--- config.mk ---
export PLATFORM = sky130hd
export DESIGN_NAME = bfspg_guard
export DESIGN_NICKNAME = d
export VERILOG_FILES = /design/src/hdl/bfspg_pkg.sv /design/src/hdl/bfspg_guard.sv /design/src/hdl/bfspg_lock_decode.sv /design/src/hdl/bfspg_section_map.sv
export SDC_FILE = /design/constraint.sdc
export NUM_CORES = 1
export LEC_CHECK = 0
export ABC_AREA = 0
export ABC_CLOCK_PERIOD_IN_PS = 2900
export BUFFER_PORTS_ARGS = -buffer_cell sky130_fd_sc_hd__buf_2
export CAP_MARGIN = 20
export CORE_MARGIN = 2
export CORE_UTILIZATION = 44
export DETAILED_ROUTE_END_ITERATION = 8
export GPL_TIMING_DRIVEN = 0
export PLACE_DENSITY = 0.77
export SLEW_MARGIN = 20
export SYNTH_ARGS = -nofsm -noshare
export SYNTH_HDL_FRONTEND = slang
export SYNTH_HIERARCHICAL = 1
export SYNTH_SLANG_ARGS = --single-unit
--- constraint.sdc ---
create_clock -name clk -period 2.9 [get_ports clk]
set_input_delay 0.58 -clock clk [delete_from_list [all_inputs] [get_ports clk]]
set_output_delay 0.58 -clock clk [all_outputs]
set_load 0.01 [all_outputs]
--- src/hdl/bfspg_pkg.sv ---
// shared constants, register map and bus carrier types for the flash self-program guard
package bfspg_pkg;

    ////////////////////////////////////////////////////////////////////////////
    // register map, byte addresses on the wishbone bus
    localparam logic [7:0]  ADR_LOCK        = 8'h00;
    localparam logic [7:0]  ADR_FUSE        = 8'h04;
    localparam logic [7:0]  ADR_STATUS      = 8'h08;
    localparam int          ADR_LSB         = 2;

    // lock register fields, 0 means programmed
    localparam int          LOCK_GEN_LSB    = 0;
    localparam int          LOCK_APP_LSB    = 2;
    localparam int          LOCK_BOOT_LSB   = 4;
    localparam int          LOCK_BITS       = 6;
    localparam logic [5:0]  LOCK_RESET      = 6'h3F;

    // fuse register fields
    localparam int          FUSE_RST_BIT    = 0;
    localparam int          FUSE_SZ_LSB     = 1;
    localparam int          FUSE_BITS       = 3;
    localparam logic [2:0]  FUSE_RESET      = 3'h7;

    // status register fields
    localparam int          STAT_BUSY_BIT   = 0;
    localparam int          STAT_LDENY_BIT  = 1;
    localparam int          STAT_SDENY_BIT  = 2;
    localparam int          STAT_ADDR_LSB   = 16;

    localparam logic [31:0] RD_ZERO         = 32'h0000_0000;
    localparam logic [15:0] APP_RESET_VEC   = 16'h0000;

    ////////////////////////////////////////////////////////////////////////////
    // wishbone request from the master
    typedef struct packed {
        logic        cyc;
        logic        stb;
        logic        we;
        logic [7:0]  adr;
        logic [3:0]  sel;
        logic [31:0] dat;
    } bfspg_wb_req_t;

    // cpu program-memory access request
    typedef struct packed {
        logic        storeReq;
        logic        loadReq;
        logic [7:0]  ptrLow;
        logic [7:0]  ptrHigh;
    } bfspg_cpu_req_t;

    // external programming interface
    typedef struct packed {
        logic        lockWe;
        logic [5:0]  lockData;
        logic        fuseWe;
        logic [2:0]  fuseData;
        logic        chipErase;
    } bfspg_prog_t;

endpackage

--- src/hdl/bfspg_guard.sv ---
// flash self-program guard: lock checks, address latch, interrupt mask, reset vector
//
// Implementation choices: the Wishbone register port and the address map.
`timescale 1ns/100ps
module bfspg_guard
    import bfspg_pkg::*;
#(
    parameter int FLASH_WORD_BITS = 15,
    parameter int PAGE_WORD_BITS  = 7,
    parameter int BOOT_MIN_LOG2   = 8
) (
    // clock and reset
    input  wire logic                            clk,
    input  wire logic                            rstn,
    // wishbone slave
    input  wire bfspg_pkg::bfspg_wb_req_t        wbReq,
    output logic                                 wbAck,
    output logic [31:0]                          wbDatO,
    // cpu side
    input  wire bfspg_pkg::bfspg_cpu_req_t       cpuReq,
    input  wire logic [FLASH_WORD_BITS-1:0]      pcWord,
    input  wire logic                            vectorsInBoot,
    output logic                                 intDisable,
    output logic                                 loadGrant,
    output logic                                 loadDeny,
    output logic                                 storeDeny,
    output logic [15:0]                          resetVector,
    // flash array side
    input  wire logic                            flashDone,
    output logic                                 flashStart,
    output logic [FLASH_WORD_BITS-PAGE_WORD_BITS-1:0] flashPage,
    output logic [PAGE_WORD_BITS-1:0]            flashWord,
    output logic [FLASH_WORD_BITS-1:0]           loadWordAddr,
    output logic                                 loadHighByte,
    // external serial/parallel programming port
    input  wire bfspg_pkg::bfspg_prog_t          prog
);
    import bfspg_pkg::*;

    localparam int FW = FLASH_WORD_BITS;
    localparam int PB = FLASH_WORD_BITS - PAGE_WORD_BITS;

    ////////////////////////////////////////////////////////////////////////////
    // whole state of the block
    typedef struct packed {
        logic                 ack;
        logic [31:0]          rdat;
        logic [LOCK_BITS-1:0] lock;
        logic [FUSE_BITS-1:0] fuse;
        logic                 busy;
        logic [PB-1:0]        page;
        logic [PAGE_WORD_BITS-1:0] word;
        logic                 start;
        logic                 lGrant;
        logic                 lDeny;
        logic                 sDeny;
        logic                 lDenySticky;
        logic                 sDenySticky;
        logic [FW-1:0]        lAddr;
        logic                 lHigh;
        logic                 intOff;
        logic [15:0]          rstVec;
    } bfspg_state_t;

    bfspg_state_t s_q;
    bfspg_state_t s_d;

    ////////////////////////////////////////////////////////////////////////////
    // lock decode and section classification
    logic [1:0]    appField;
    logic [1:0]    bootField;
    logic          appStoreBlk;
    logic          appLoadBlk;
    logic          bootStoreBlk;
    logic          bootLoadBlk;
    logic [15:0]   zPtr;
    logic [FW-1:0] targetWord;
    logic [FW-1:0] bootStart;
    logic          pcInBoot;
    logic          targetInBoot;

    // independent fields, general lock bits take no part in gating
    assign appField   = s_q.lock[LOCK_APP_LSB+1:LOCK_APP_LSB];
    assign bootField  = s_q.lock[LOCK_BOOT_LSB+1:LOCK_BOOT_LSB];
    // pointer pair forms the byte address; word address drops bit zero
    assign zPtr       = {cpuReq.ptrHigh, cpuReq.ptrLow};
    assign targetWord = zPtr[FW:1];

    bfspg_lock_decode u_app_lock (
        .lockField  (appField),
        .storeBlock (appStoreBlk),
        .loadBlock  (appLoadBlk)
    );

    bfspg_lock_decode u_boot_lock (
        .lockField  (bootField),
        .storeBlock (bootStoreBlk),
        .loadBlock  (bootLoadBlk)
    );

    bfspg_section_map #(
        .FLASH_WORD_BITS (FLASH_WORD_BITS),
        .BOOT_MIN_LOG2   (BOOT_MIN_LOG2)
    ) u_section (
        .bootSize     (s_q.fuse[FUSE_SZ_LSB+1:FUSE_SZ_LSB]),
        .pcAddr       (pcWord),
        .targetAddr   (targetWord),
        .bootStart    (bootStart),
        .pcInBoot     (pcInBoot),
        .targetInBoot (targetInBoot)
    );

    ////////////////////////////////////////////////////////////////////////////
    // next-state logic
    logic          wbHit;
    logic          wbWr;
    logic [7:0]    wbAdr;
    logic          storeBlocked;
    logic          loadBlocked;
    logic [FW-1:0] latchedAddr;

    always_comb begin
        s_d          = s_q;
        wbHit        = wbReq.cyc & wbReq.stb & ~s_q.ack;
        wbWr         = wbHit & wbReq.we & wbReq.sel[0];
        wbAdr        = {wbReq.adr[7:ADR_LSB], 2'b00};
        latchedAddr  = {s_q.page, s_q.word};
        s_d.start    = 1'b0;
        s_d.lGrant   = 1'b0;
        s_d.lDeny    = 1'b0;
        s_d.sDeny    = 1'b0;

        // store into a section whose field forbids it
        storeBlocked = targetInBoot ? bootStoreBlk : appStoreBlk;
        // load crossing sections into a read-blocked one
        loadBlocked  = (pcInBoot & ~targetInBoot & appLoadBlk) |
                       (~pcInBoot & targetInBoot & bootLoadBlk);

        // single-cycle registered ack; drops the cycle after it is given
        s_d.ack = wbHit;
        s_d.rdat = RD_ZERO;
        if (wbHit && !wbReq.we) begin
            case (wbAdr)
                ADR_LOCK:   s_d.rdat = 32'(s_q.lock);
                ADR_FUSE:   s_d.rdat = 32'(s_q.fuse);
                ADR_STATUS: begin
                    s_d.rdat[STAT_BUSY_BIT]  = s_q.busy;
                    s_d.rdat[STAT_LDENY_BIT] = s_q.lDenySticky;
                    s_d.rdat[STAT_SDENY_BIT] = s_q.sDenySticky;
                    s_d.rdat[STAT_ADDR_LSB +: FW] = latchedAddr;
                end
                default:    s_d.rdat = RD_ZERO;
            endcase
        end

        // software can only program lock bits, never return them to one
        if (wbWr && wbAdr == ADR_LOCK) begin
            s_d.lock = s_q.lock & wbReq.dat[LOCK_BITS-1:0];
        end
        // fuse register is read-only from the bus side
        // write-one-to-clear of sticky deny flags
        if (wbWr && wbAdr == ADR_STATUS) begin
            if (wbReq.dat[STAT_LDENY_BIT]) begin
                s_d.lDenySticky = 1'b0;
            end
            if (wbReq.dat[STAT_SDENY_BIT]) begin
                s_d.sDenySticky = 1'b0;
            end
        end

        // external programmer: locks program down, chip erase restores all ones
        if (prog.lockWe) begin
            s_d.lock = s_d.lock & prog.lockData;
        end
        if (prog.chipErase) begin
            s_d.lock = LOCK_RESET;
        end
        // fuses change only through the programming port
        if (prog.fuseWe) begin
            s_d.fuse = prog.fuseData;
        end

        // flash completion ends the operation
        if (flashDone) begin
            s_d.busy = 1'b0;
        end

        // program store: boot-resident code only, latch address at start
        if (cpuReq.storeReq) begin
            if (pcInBoot && !storeBlocked && !s_q.busy) begin
                s_d.start = 1'b1;
                s_d.busy  = 1'b1;
                s_d.page  = targetWord[FW-1:PAGE_WORD_BITS];
                s_d.word  = targetWord[PAGE_WORD_BITS-1:0];
            end else begin
                s_d.sDeny       = 1'b1;
                s_d.sDenySticky = 1'b1;
            end
        end

        // program load: byte addressed, bit zero picks the byte
        if (cpuReq.loadReq) begin
            if (loadBlocked) begin
                s_d.lDeny       = 1'b1;
                s_d.lDenySticky = 1'b1;
            end else begin
                s_d.lGrant = 1'b1;
                s_d.lAddr  = targetWord;
                s_d.lHigh  = zPtr[0];
            end
        end

        // interrupt masking while running in a read-protected view
        s_d.intOff = (appLoadBlk & vectorsInBoot & ~pcInBoot) |
                     (bootLoadBlk & ~vectorsInBoot & pcInBoot);

        // reset vector from the fuse, boot start when programmed
        s_d.rstVec = s_q.fuse[FUSE_RST_BIT] ? APP_RESET_VEC
                                            : 16'(bootStart);
    end

    ////////////////////////////////////////////////////////////////////////////
    // state register; nonvolatile bits come up unprogrammed
    always_ff @(posedge clk or negedge rstn) begin
        if (!rstn) begin
            s_q             <= '0;
            s_q.lock        <= LOCK_RESET;
            s_q.fuse        <= FUSE_RESET;
            s_q.rstVec      <= APP_RESET_VEC;
        end else begin
            s_q <= s_d;
        end
    end

    ////////////////////////////////////////////////////////////////////////////
    // outputs straight from the state register
    assign wbAck        = s_q.ack;
    assign wbDatO       = s_q.rdat;
    assign intDisable   = s_q.intOff;
    assign loadGrant    = s_q.lGrant;
    assign loadDeny     = s_q.lDeny;
    assign storeDeny    = s_q.sDeny;
    assign resetVector  = s_q.rstVec;
    assign flashStart   = s_q.start;
    // held stable for the whole operation regardless of the pointer
    assign flashPage    = s_q.page;
    assign flashWord    = s_q.word;
    assign loadWordAddr = s_q.lAddr;
    assign loadHighByte = s_q.lHigh;

endmodule

--- src/hdl/bfspg_lock_decode.sv ---
// decode of one two-bit section lock field into store and load blocks
`timescale 1ns/100ps
module bfspg_lock_decode (
    // lock field, high bit first, 0 means programmed
    input  wire logic [1:0] lockField,
    // decoded restrictions
    output logic            storeBlock,
    output logic            loadBlock
);
    // 11 free, 10 store blocked, 00 both, 01 load blocked only
    always_comb begin
        storeBlock = ~lockField[0];
        loadBlock  = ~lockField[1];
    end
endmodule

--- src/hdl/bfspg_section_map.sv ---
// classifies two word addresses against the application/boot boundary
`timescale 1ns/100ps
module bfspg_section_map #(
    parameter int FLASH_WORD_BITS = 15,
    parameter int BOOT_MIN_LOG2   = 8
) (
    // boot size configuration, 11 smallest
    input  wire logic [1:0]                 bootSize,
    // addresses to classify
    input  wire logic [FLASH_WORD_BITS-1:0] pcAddr,
    input  wire logic [FLASH_WORD_BITS-1:0] targetAddr,
    // results
    output logic [FLASH_WORD_BITS-1:0]      bootStart,
    output logic                            pcInBoot,
    output logic                            targetInBoot
);
    localparam int SZW = FLASH_WORD_BITS + 1;

    // boot size doubles for each step down of the size field
    function automatic logic [SZW-1:0] bootWords(input logic [1:0] sz);
        logic [SZW-1:0] one;
        one = SZW'(1);
        return one << (BOOT_MIN_LOG2 + 3 - int'(sz));
    endfunction

    function automatic logic inBoot(input logic [FLASH_WORD_BITS-1:0] a,
                                    input logic [FLASH_WORD_BITS-1:0] s);
        return a >= s;
    endfunction

    logic [SZW-1:0] top;

    // boot section sits at the top of flash
    always_comb begin
        top          = SZW'(1) << FLASH_WORD_BITS;
        bootStart    = FLASH_WORD_BITS'(top - bootWords(bootSize));
        pcInBoot     = inBoot(pcAddr, bootStart);
        targetInBoot = inBoot(targetAddr, bootStart);
    end
endmodule

==> results.md, run 1 <==
- For this block, the routed nets add up to a little over 9000 µm of wire.
- The startpoint type of the worst setup path is a flip-flop.
- The sequential cells in the finished layout cover a total of between 2000 and 2500 µm².
- The maximum vdd ir drop is around 0.32 mV.
- Summing all multi-input logic gate instances after layout gives between 1500 and 2000 µm².
- After synthesis, the share of cell area in mux cells is under 10%.
- Once layout is complete, the cells apart from fillers number between 600 and 700.
- The number of filler cells placed in the layout is approximately 830.
- The post-route standard cell area excluding fillers is roughly 5600 µm².
- The H-tree was split into 3 levels.
- The reg2reg setup slack is -0.01 ns.
- The floorplan row count is 35.
- The maximum buffer depth of the clock tree is 2.
- Data on the critical path is required at its endpoint by 3.13 ns.
- The clock net in this run drives a total of 85 sinks.
- The sequential element share of the synthesized area is slightly above 50%.
- The synthesis-to-layout area growth is 32.6%.
- The final number of max-transition violations was 0.
- In this run the critical register-to-register path is launched from s_q[57]$_DFFE_PN1P_.
- The pin count of the biggest net entering global routing is 45.
- The clock tree from TritonCTS is built.
- The number of unique standard cell types used by synthesis is 47.
- The via count of the routed design is between 2000 and 3000.
- In the routed design, unresolved DRC markers number 0.
- The kind of cell adding the most delay to the critical path is compound AO/OA/AOI/OAI gates.
- The final critical path takes up 100% of the cycle.
- Clock-pin slew was measured on the worst setup and hold paths at about 0.090 ns.
- For the worst setup path, the data arrival time is 3.15 ns.
- The clock arrives with between 0.01 and 0.015 ns of skew.
- The number of endpoints failing setup at the final stage is 8.
- The number of vias per cell is between 4 and 5.
- The synthesized-area fraction occupied by adder cells is approximately 3.2%.
- The worst-margin pin slew is 0.541 ns.
- Counting flops with a built-in enable in the synthesized netlist gives 0.
- Setup repair after global routing could not meet its margin everywhere.
- 0 antenna diodes ended up in the layout.
- The flip-flop cell with the highest count after synthesis is dfrtp_1.
- The number of search-and-repair iterations in the first detailed-routing pass is 4.
- Measured against its own limit, the worst slew margin works out to between 60% and 70%.
- In this run, placement finished with an instance count of 656.
- The delay of the slowest cell on the worst path is 0.60 ns.
- The die width is 102 µm.
- Cells fill 60.6% of the core in the end.
- The post-detailed-placement cell area is ~5200 µm².
- The worst-case setup slack after placement is -0.795 ns.
- The full die area is between 10000 and 15000 µm².
- After floorplanning, the core was sized to cover 9280 µm².
- The DRC marker count from the first detailed-route iteration is 92.
- The number of buffers added by the clock tree synthesis step is 9.
- Counting every instance in the synthesized netlist gives about 370.
- Across all setup checks in the final design, the least slack found is -0.0121 ns.
- The root buffer cell is clkbuf_8.
- The via count of the first global-routing pass is between 2000 and 3000.
- The final layout contains about 650 nets.
- The total power is about 3.4 mW.
- On the final layout, the worst hold slack is about 0.20 ns.
- Leaving out fill and tap cells, the most frequent cell in the layout is buf_2.
- The share of synthesized flip-flops with an asynchronous set or reset is between 90% and 100%.
- The worst hold path belongs to the class input port to async pin.
- The checks that failed: negative setup slack.
- The combined global-route utilization of all metal layers is a little under a fifth.
- The initial antenna violation count was 0.
- The standard cell with the maximum stage delay on the critical path is dfstp_2.
- The flow ran to the end, but the final reports show violations.
- The clock latency at the later pin of the worst-skew pair is 0.35 ns.
- The first global-routing pass estimated between 10000 and 15000 µm of wire.
- The maximum operating frequency is between 0.3 and 0.4 GHz.
- The worst setup path is captured at a flip-flop.
- The post-route netlist has between 50% and 60% of its cells at a drive strength greater than 1.
- The most numerous cell on the critical path is ha_2.
- The post-synthesis average cell area is between 10 and 15 µm².
- Summing the areas of all and, or, nand and nor instances in the mapped netlist gives between 10% and 20% of the synthesized area.
- The number of synthesis warnings is 6.
- In this run the critical register-to-register path is captured at loadWordAddr[3]$_DFFE_PN0P_.
- The buffering stage count on the worst path with inverters included is 3.
- between 150 and 200 I/O pins were placed.
- Of the total synthesized cell area, the portion taken by XOR and XNOR cells is 0%.
- The area of the mapped netlist is between 4000 and 5000 µm².
- The average routed wire per standard cell is between 10 and 15 µm.
- The final-layout setup total negative slack is -0.0332 ns.
- The leakage power total is a little over 3 nW.
- At the end of routability-driven placement, the weighted congestion stood at ~0.84.
- After layout, the minimum clock period comes to just under 3 ns.
- The number of endpoints with negative hold slack in the final report is 0.
- Across the run, the number of max-cap violations was 0.
- The total power per unit cell area is slightly above 600 nW/µm².
- The post-DP HPWL is between 7000 and 8000 µm.
- The top cell types in the final layout, fill and taps aside, are buf_2 (135), buf_4 (97), dfrtp_1 (76).
- The compound-gate portion of the synthesized area is between 5 and 6%.
- In this run the vertical extent of the chip is between 100 and 150 µm.
- The depth of the worst register-to-register path is 13.
- Synthesis inferred between 80 and 90 register bits.
- The combinational family with the most area after synthesis is buffers and inverters.
- The critical path goes through nand2_4, ha_2, nand2_2, inv_2, ha_2, a21oi_1, nor2_1, a221o_1, nand3b_1, o211ai_1, buf_4, buf_12, mux2_2.
- Summed over all layers, the global routing overflow is 0.
- By startpoint and endpoint, the worst setup path is classified as flip-flop to flip-flop.
- Once the floorplan was initialized, standard cells occupied between 40% and 50% of the core.
- Along the worst path, the maximum fanout reaches 7.
- The port buffer count is approximately 140.
- Once detail routing completed, the nets flagged for antenna violations numbered 0.
cell families (layout without fill, tap and decap cells):
kind of cell	count (synthesis)	in the layout
compound gates	33	33
fa+ha+maj	11	11
buf+inv	111	272
mux	38	38
flops	85	85
other cells	3	22
simple gates	90	90
state kept, by name, indices dropped and copies added (netlist names), 2 cells and up:
signal,flops
flashWord,7
resetVector,15
flashPage,8
wbDatO,21
loadWordAddr,15
appField,2
s_q,8
bootField,2
repair_timing:
item                                    in CTS  in global routing
hold buffers                                 0                  0
pin swaps                                    6                  4
buffers inserted                             6                  2
gates resized for setup                     16                  9
endpoints found under the setup margin      34                 32
gates cloned                                 1                  0
worst max path at each step:
stage	startpoint	to	cells past startpoint
after floorplan	s_q[57]$_DFFE_PN1P_	loadHighByte$_DFFE_PN0P_	9
after global placement	s_q[57]$_DFFE_PN1P_	loadWordAddr[12]$_DFFE_PN0P_	12
after detailed placement	s_q[57]$_DFFE_PN1P_	loadHighByte$_DFFE_PN0P_	12
after CTS	s_q[57]$_DFFE_PN1P_	loadHighByte$_DFFE_PN0P_	13
after global routing	s_q[57]$_DFFE_PN1P_	loadWordAddr[10]$_DFFE_PN0P_	14
final	s_q[57]$_DFFE_PN1P_	loadWordAddr[3]$_DFFE_PN0P_	13
layout make-up:
type | count | share of cell area (%)
Buffer | 97 | 12.9
Inverter | 14 | 0.934
Sequential cell | 85 | 38.0
Timing Repair Buffer | 146 | 14.2
Tap cell | 129 | 2.87
Clock buffer | 10 | 2.45
Multi-Input combinational cell | 194 | 26.7
Clock inverter | 5 | 1.91
power by group:
group / total [mW] / leakage, nW / internal [mW] / switching [mW]
logic: 0.913 / 1.85 / 0.537 / 0.376
registers: 1.48 / 1.06 / 1.37 / 0.110
clock network: 1.01 / 0.123 / 0.596 / 0.414
cell usage after synthesis, types with 4 or more instances:
master | number | share of area (%)
o21ai_0 | 5 | 0.59
nand2b_1 | 9 | 1.3
dfrtp_1 | 76 | 45
inv_1 | 14 | 1.2
a21oi_1 | 12 | 1.4
clkbuf_1 | 5 | 0.44
or2_2 | 4 | 0.59
buf_4 | 89 | 16
mux2i_1 | 4 | 0.94
nor2_1 | 9 | 0.80
and2_1 | 16 | 2.4
ha_1 | 11 | 3.2
nand2_1 | 11 | 0.97
dfstp_2 | 9 | 5.6
mux2_2 | 34 | 9.0
nor2b_1 | 16 | 2.4
metal layers:
metal / vias up / share of wire, % / wire, µm / global-route usage (%)
met1: 1408 / 42 / 3900 / 21.9
met2: 91 / 51 / 4720 / 31.0
met4: 0 / 1.8 / 168 / 7.18
met5: - / 0 / 0 / 0
li1: 1479 / - / - / -
met3: 12 / 5.3 / 494 / 4.72
worst register-to-register path: stages (launching register included):
cell and delay (ns):
dfstp_2 0.60, nand2_4 0.09, ha_2 0.20, nand2_2 0.08
inv_2 0.07, ha_2 0.19, a21oi_1 0.15, nor2_1 0.06
a221o_1 0.39, nand3b_1 0.21, o211ai_1 0.10, buf_4 0.18
buf_12 0.14, mux2_2 0.34
Power figures use the tool's default switching activity.
==> inputs of run 2 (changes only) <==
- PLACE_DENSITY: 0.77 -> default
- PLACE_DENSITY_LB_ADDON: default -> 0.15
==> results.md, run 2 (synthesis gave the netlist of run 1 again) <==
- The startpoint type of the worst setup path is a flip-flop.
- In this run the count of I/O pins placed on the die edge is around 180.
- The post-layout net count is around 660.
- The required time at the endpoint of the critical path is about 3.1 ns.
- The initial antenna violation count is 0.
- For the worst-skew pair, the clock arrives at the later sink with an insertion delay of 0.35 ns.
- Of the total power, the clock network draws between 20% and 30%.
- The via count of the routed design is a little under 3000.
- The area of combinational cells with multiple inputs is around 1600 µm².
- The root buffer cell is clkbuf_8.
- CTS built an H-tree with a depth of 3.
- The full die area is 10400 µm².
- The highest metal layer used by the detailed router is met4.
- For this block, the routed nets add up to approximately 9200 µm of wire.
- The number of endpoints with negative hold slack in the final report is 0.
- STA puts the critical path data arrival time at 3.16 ns.
- The port buffer count is between 100 and 150.
- Derived from the worst setup path, the maximum achievable clock frequency is between 0.3 and 0.4 GHz.
- In this run the standard cell core region covers between 9000 and 10000 µm².
- The maximum vdd ir drop is roughly 0.31 mV.
- After detailed routing, the average wire length per cell comes to around 13 µm.
- The number of clock sinks is 85.
- The first global-routing pass estimated 13400 µm of wire.
- The library cell used most frequently in the layout, excluding fill and tap cells, is buf_2.
- For the pin with the worst max-slew slack, the measured transition is between 0.6 and 0.7 ns.
- The floorplan has 35 rows.
- Summing internal, switching and leakage power gives 3.28 mW.
- The synthesis-to-layout area growth is 34.7%.
- The flow ran to the end, but the final reports show violations.
- The share of total power in sequential cells is 44.9%.
- Setup repair after global routing could not meet its margin everywhere.
- At the placement stage, the worst setup path has a slack of -0.695 ns.
- The global route total overflow is 0.
- The storage element area is ~2100 µm².
- Across every metal layer, demand over resource in global routing totals between 10% and 20%.
- The post-route worst setup slack is -0.0289 ns.
- For the final database, setup skew stands at 0.0145 ns.
- The type of element capturing the critical path is a flip-flop.
- The total met3 wirelength after detailed routing is 474 µm.
- The clock-pin slew of the registers on the worst-case setup and hold paths is 0.10 ns.
- The switching part of the total is between 20% and 30%.
- The final critical-path share of the clock period is 101%.
- Once layout is done, the placed cells without fillers occupy between 5000 and 6000 µm².
- The met2 routed wirelength is 4390 µm.
- The leakage power total is 3.08 nW.
- The die is 102 µm wide.
- After detailed routing, the number of vias per cell comes to between 4 and 5.
- The proportion of layout cells with a drive suffix above 1 is between 50% and 60%.
- The via count of the first global-routing pass is 2695.
- The HPWL after detailed placement is about 6700 µm.
- The DRC violations left is 0.
- In the final routing, the length of wire on met1 measures between 4000 and 5000 µm.
- Buffers inserted during clock tree synthesis total 9.
- The shortest clock period the worst path allows after layout is about 3 ns.
- The worst register-to-register path has a depth of 9.
- The placed instances occupy a cell area of roughly 5200 µm².
- The number of antenna diodes in the final layout is 0.
- Entering global routing, the biggest net connects 47 pins.
- The number of endpoints failing setup at the final stage is 14.
- Combinational logic burns 28.7% of the power.
- In this run the remaining antenna-violating nets after routing total 0.
- The starting density of the core is 45.7%.
- The DRC marker count from the first detailed-route iteration is 96.
- The clock passes through at most 2 buffers.
- The library cells used most frequently in the layout, excluding fill and tap cells, are buf_2 (135), buf_4 (96), dfrtp_1 (76).
- The register with the most flip-flops in the layout has 21 of them.
- The origin of the worst setup path is s_q[57]$_DFFE_PN1P_.
- By startpoint and endpoint, the worst setup path is classified as flip-flop to flip-flop.
- Counting the fill cells in the layout gives 820.
- TritonCTS built the clock tree.
- Dividing total power by cell area gives a power density of between 500 and 600 nW/µm².
- For this design the total switching power over the nets is roughly 0.94 mW.
- The worst-path maximum fanout is 7.
- The final reports fail on negative setup slack.
- For flop-to-flop paths, the worst setup slack is -0.03 ns.
- The worst register-to-register path ends at flashWord[3]$_DFFE_PN0P_.
- The headroom to the max-slew limit is 59.7%.
- The internal power contribution is around 2.3 mW.
- The final number of max-transition violations is 0.
- The die extent in y is a little over 100 µm.
- The launch point of the worst reg-to-reg path is s_q[57]$_DFFE_PN1P_.
- Across the run, the number of max-cap violations was 0.
- The tightest min-delay check is of the input port to async pin type.
- The weighted congestion at the end of routability-driven global placement is between 0.8 and 0.9.
- The number of search-and-repair iterations in the first detailed-routing pass is 4.
[run 2: cell count changes in the layout (fill, tap and decap cells not counted), sizes merged]
cell	change
buf	+3
inv	+3
bufinv	-2
clkbuf	-1
clkinv	+1
[run 2: power by group through the flow]
| stage | Sequential, mW | Clock (mW) | Combinational [mW] |
|---|---|---|---|
| global placement | 1.49 | 0 | 0.843 |
| global route | 1.50 | 0.943 | 1.02 |
| floorplan | 1.47 | 0 | 0.572 |
| CTS | 1.47 | 0.893 | 0.883 |
| finish | 1.47 | 0.864 | 0.941 |
| detailed placement | 1.49 | 0 | 0.860 |
[run 2: layout make-up]
cell class / count / area share, %
sequential: 85 / 37.4
multi-input combinational: 194 / 28.1
timing repair buffer: 149 / 14.3
buffer: 97 / 12.8
tap: 129 / 2.83
clock buffer: 9 / 2.17
clock inverter: 7 / 1.38
inverter: 14 / 0.964
[run 2: what timing repair did]
item,4_1_cts,5_1_grt
resized for setup,9,45
gates cloned,1,1
setup endpoints to repair,34,31
hold buffers,0,0
setup buffers,6,4
endpoints found under the hold margin,0,0
pin swaps,3,13
[run 2: through the flow]
step / hold WS [ns] / setup TNS (ns) / cells / utilization (%)
2_1_floorplan: 0.284 / -0.568 / 390 / -
3_3_place_gp: 0.483 / -15.30 / 655 / 55.8
3_5_place_dp: 0.486 / -16.51 / 656 / 56.1
4_1_cts: 0.237 / -0.0211 / 679 / 59.0
5_1_grt: 0.257 / -3.03 / 684 / 61.5
6_report: 0.218 / -0.171 / 684 / 61.5
[run 2: critical path, stage by stage, from the launching register on]
cell and delay, ns:
dfstp_2 0.62, nand2_4 0.10, ha_4 0.28, or4b_4 0.45, nor3_2 0.11, a221o_1 0.23, mux2i_1 0.25, nand4_1 0.26
buf_6 0.24, mux2_2 0.27
[run 2: how the worst max path moves through the flow]
stage               slack, ns                            to
floorplan               -0.06      loadHighByte$_DFFE_PN0P_
global placement        -0.64   loadWordAddr[7]$_DFFE_PN0P_
detailed placement      -0.70  loadWordAddr[10]$_DFFE_PN0P_
CTS                    -0.007   loadWordAddr[6]$_DFFE_PN0P_
global route            -0.14      flashWord[3]$_DFFE_PN0P_
finish                  -0.03      flashWord[3]$_DFFE_PN0P_
[run 2: per-layer routing]
layer	global-route usage, %	vias to the layer above
li1	-	1488
met1	22.9	1391
met2	27.1	82
met3	3.49	13
met4	6.26	0
met5	0	-
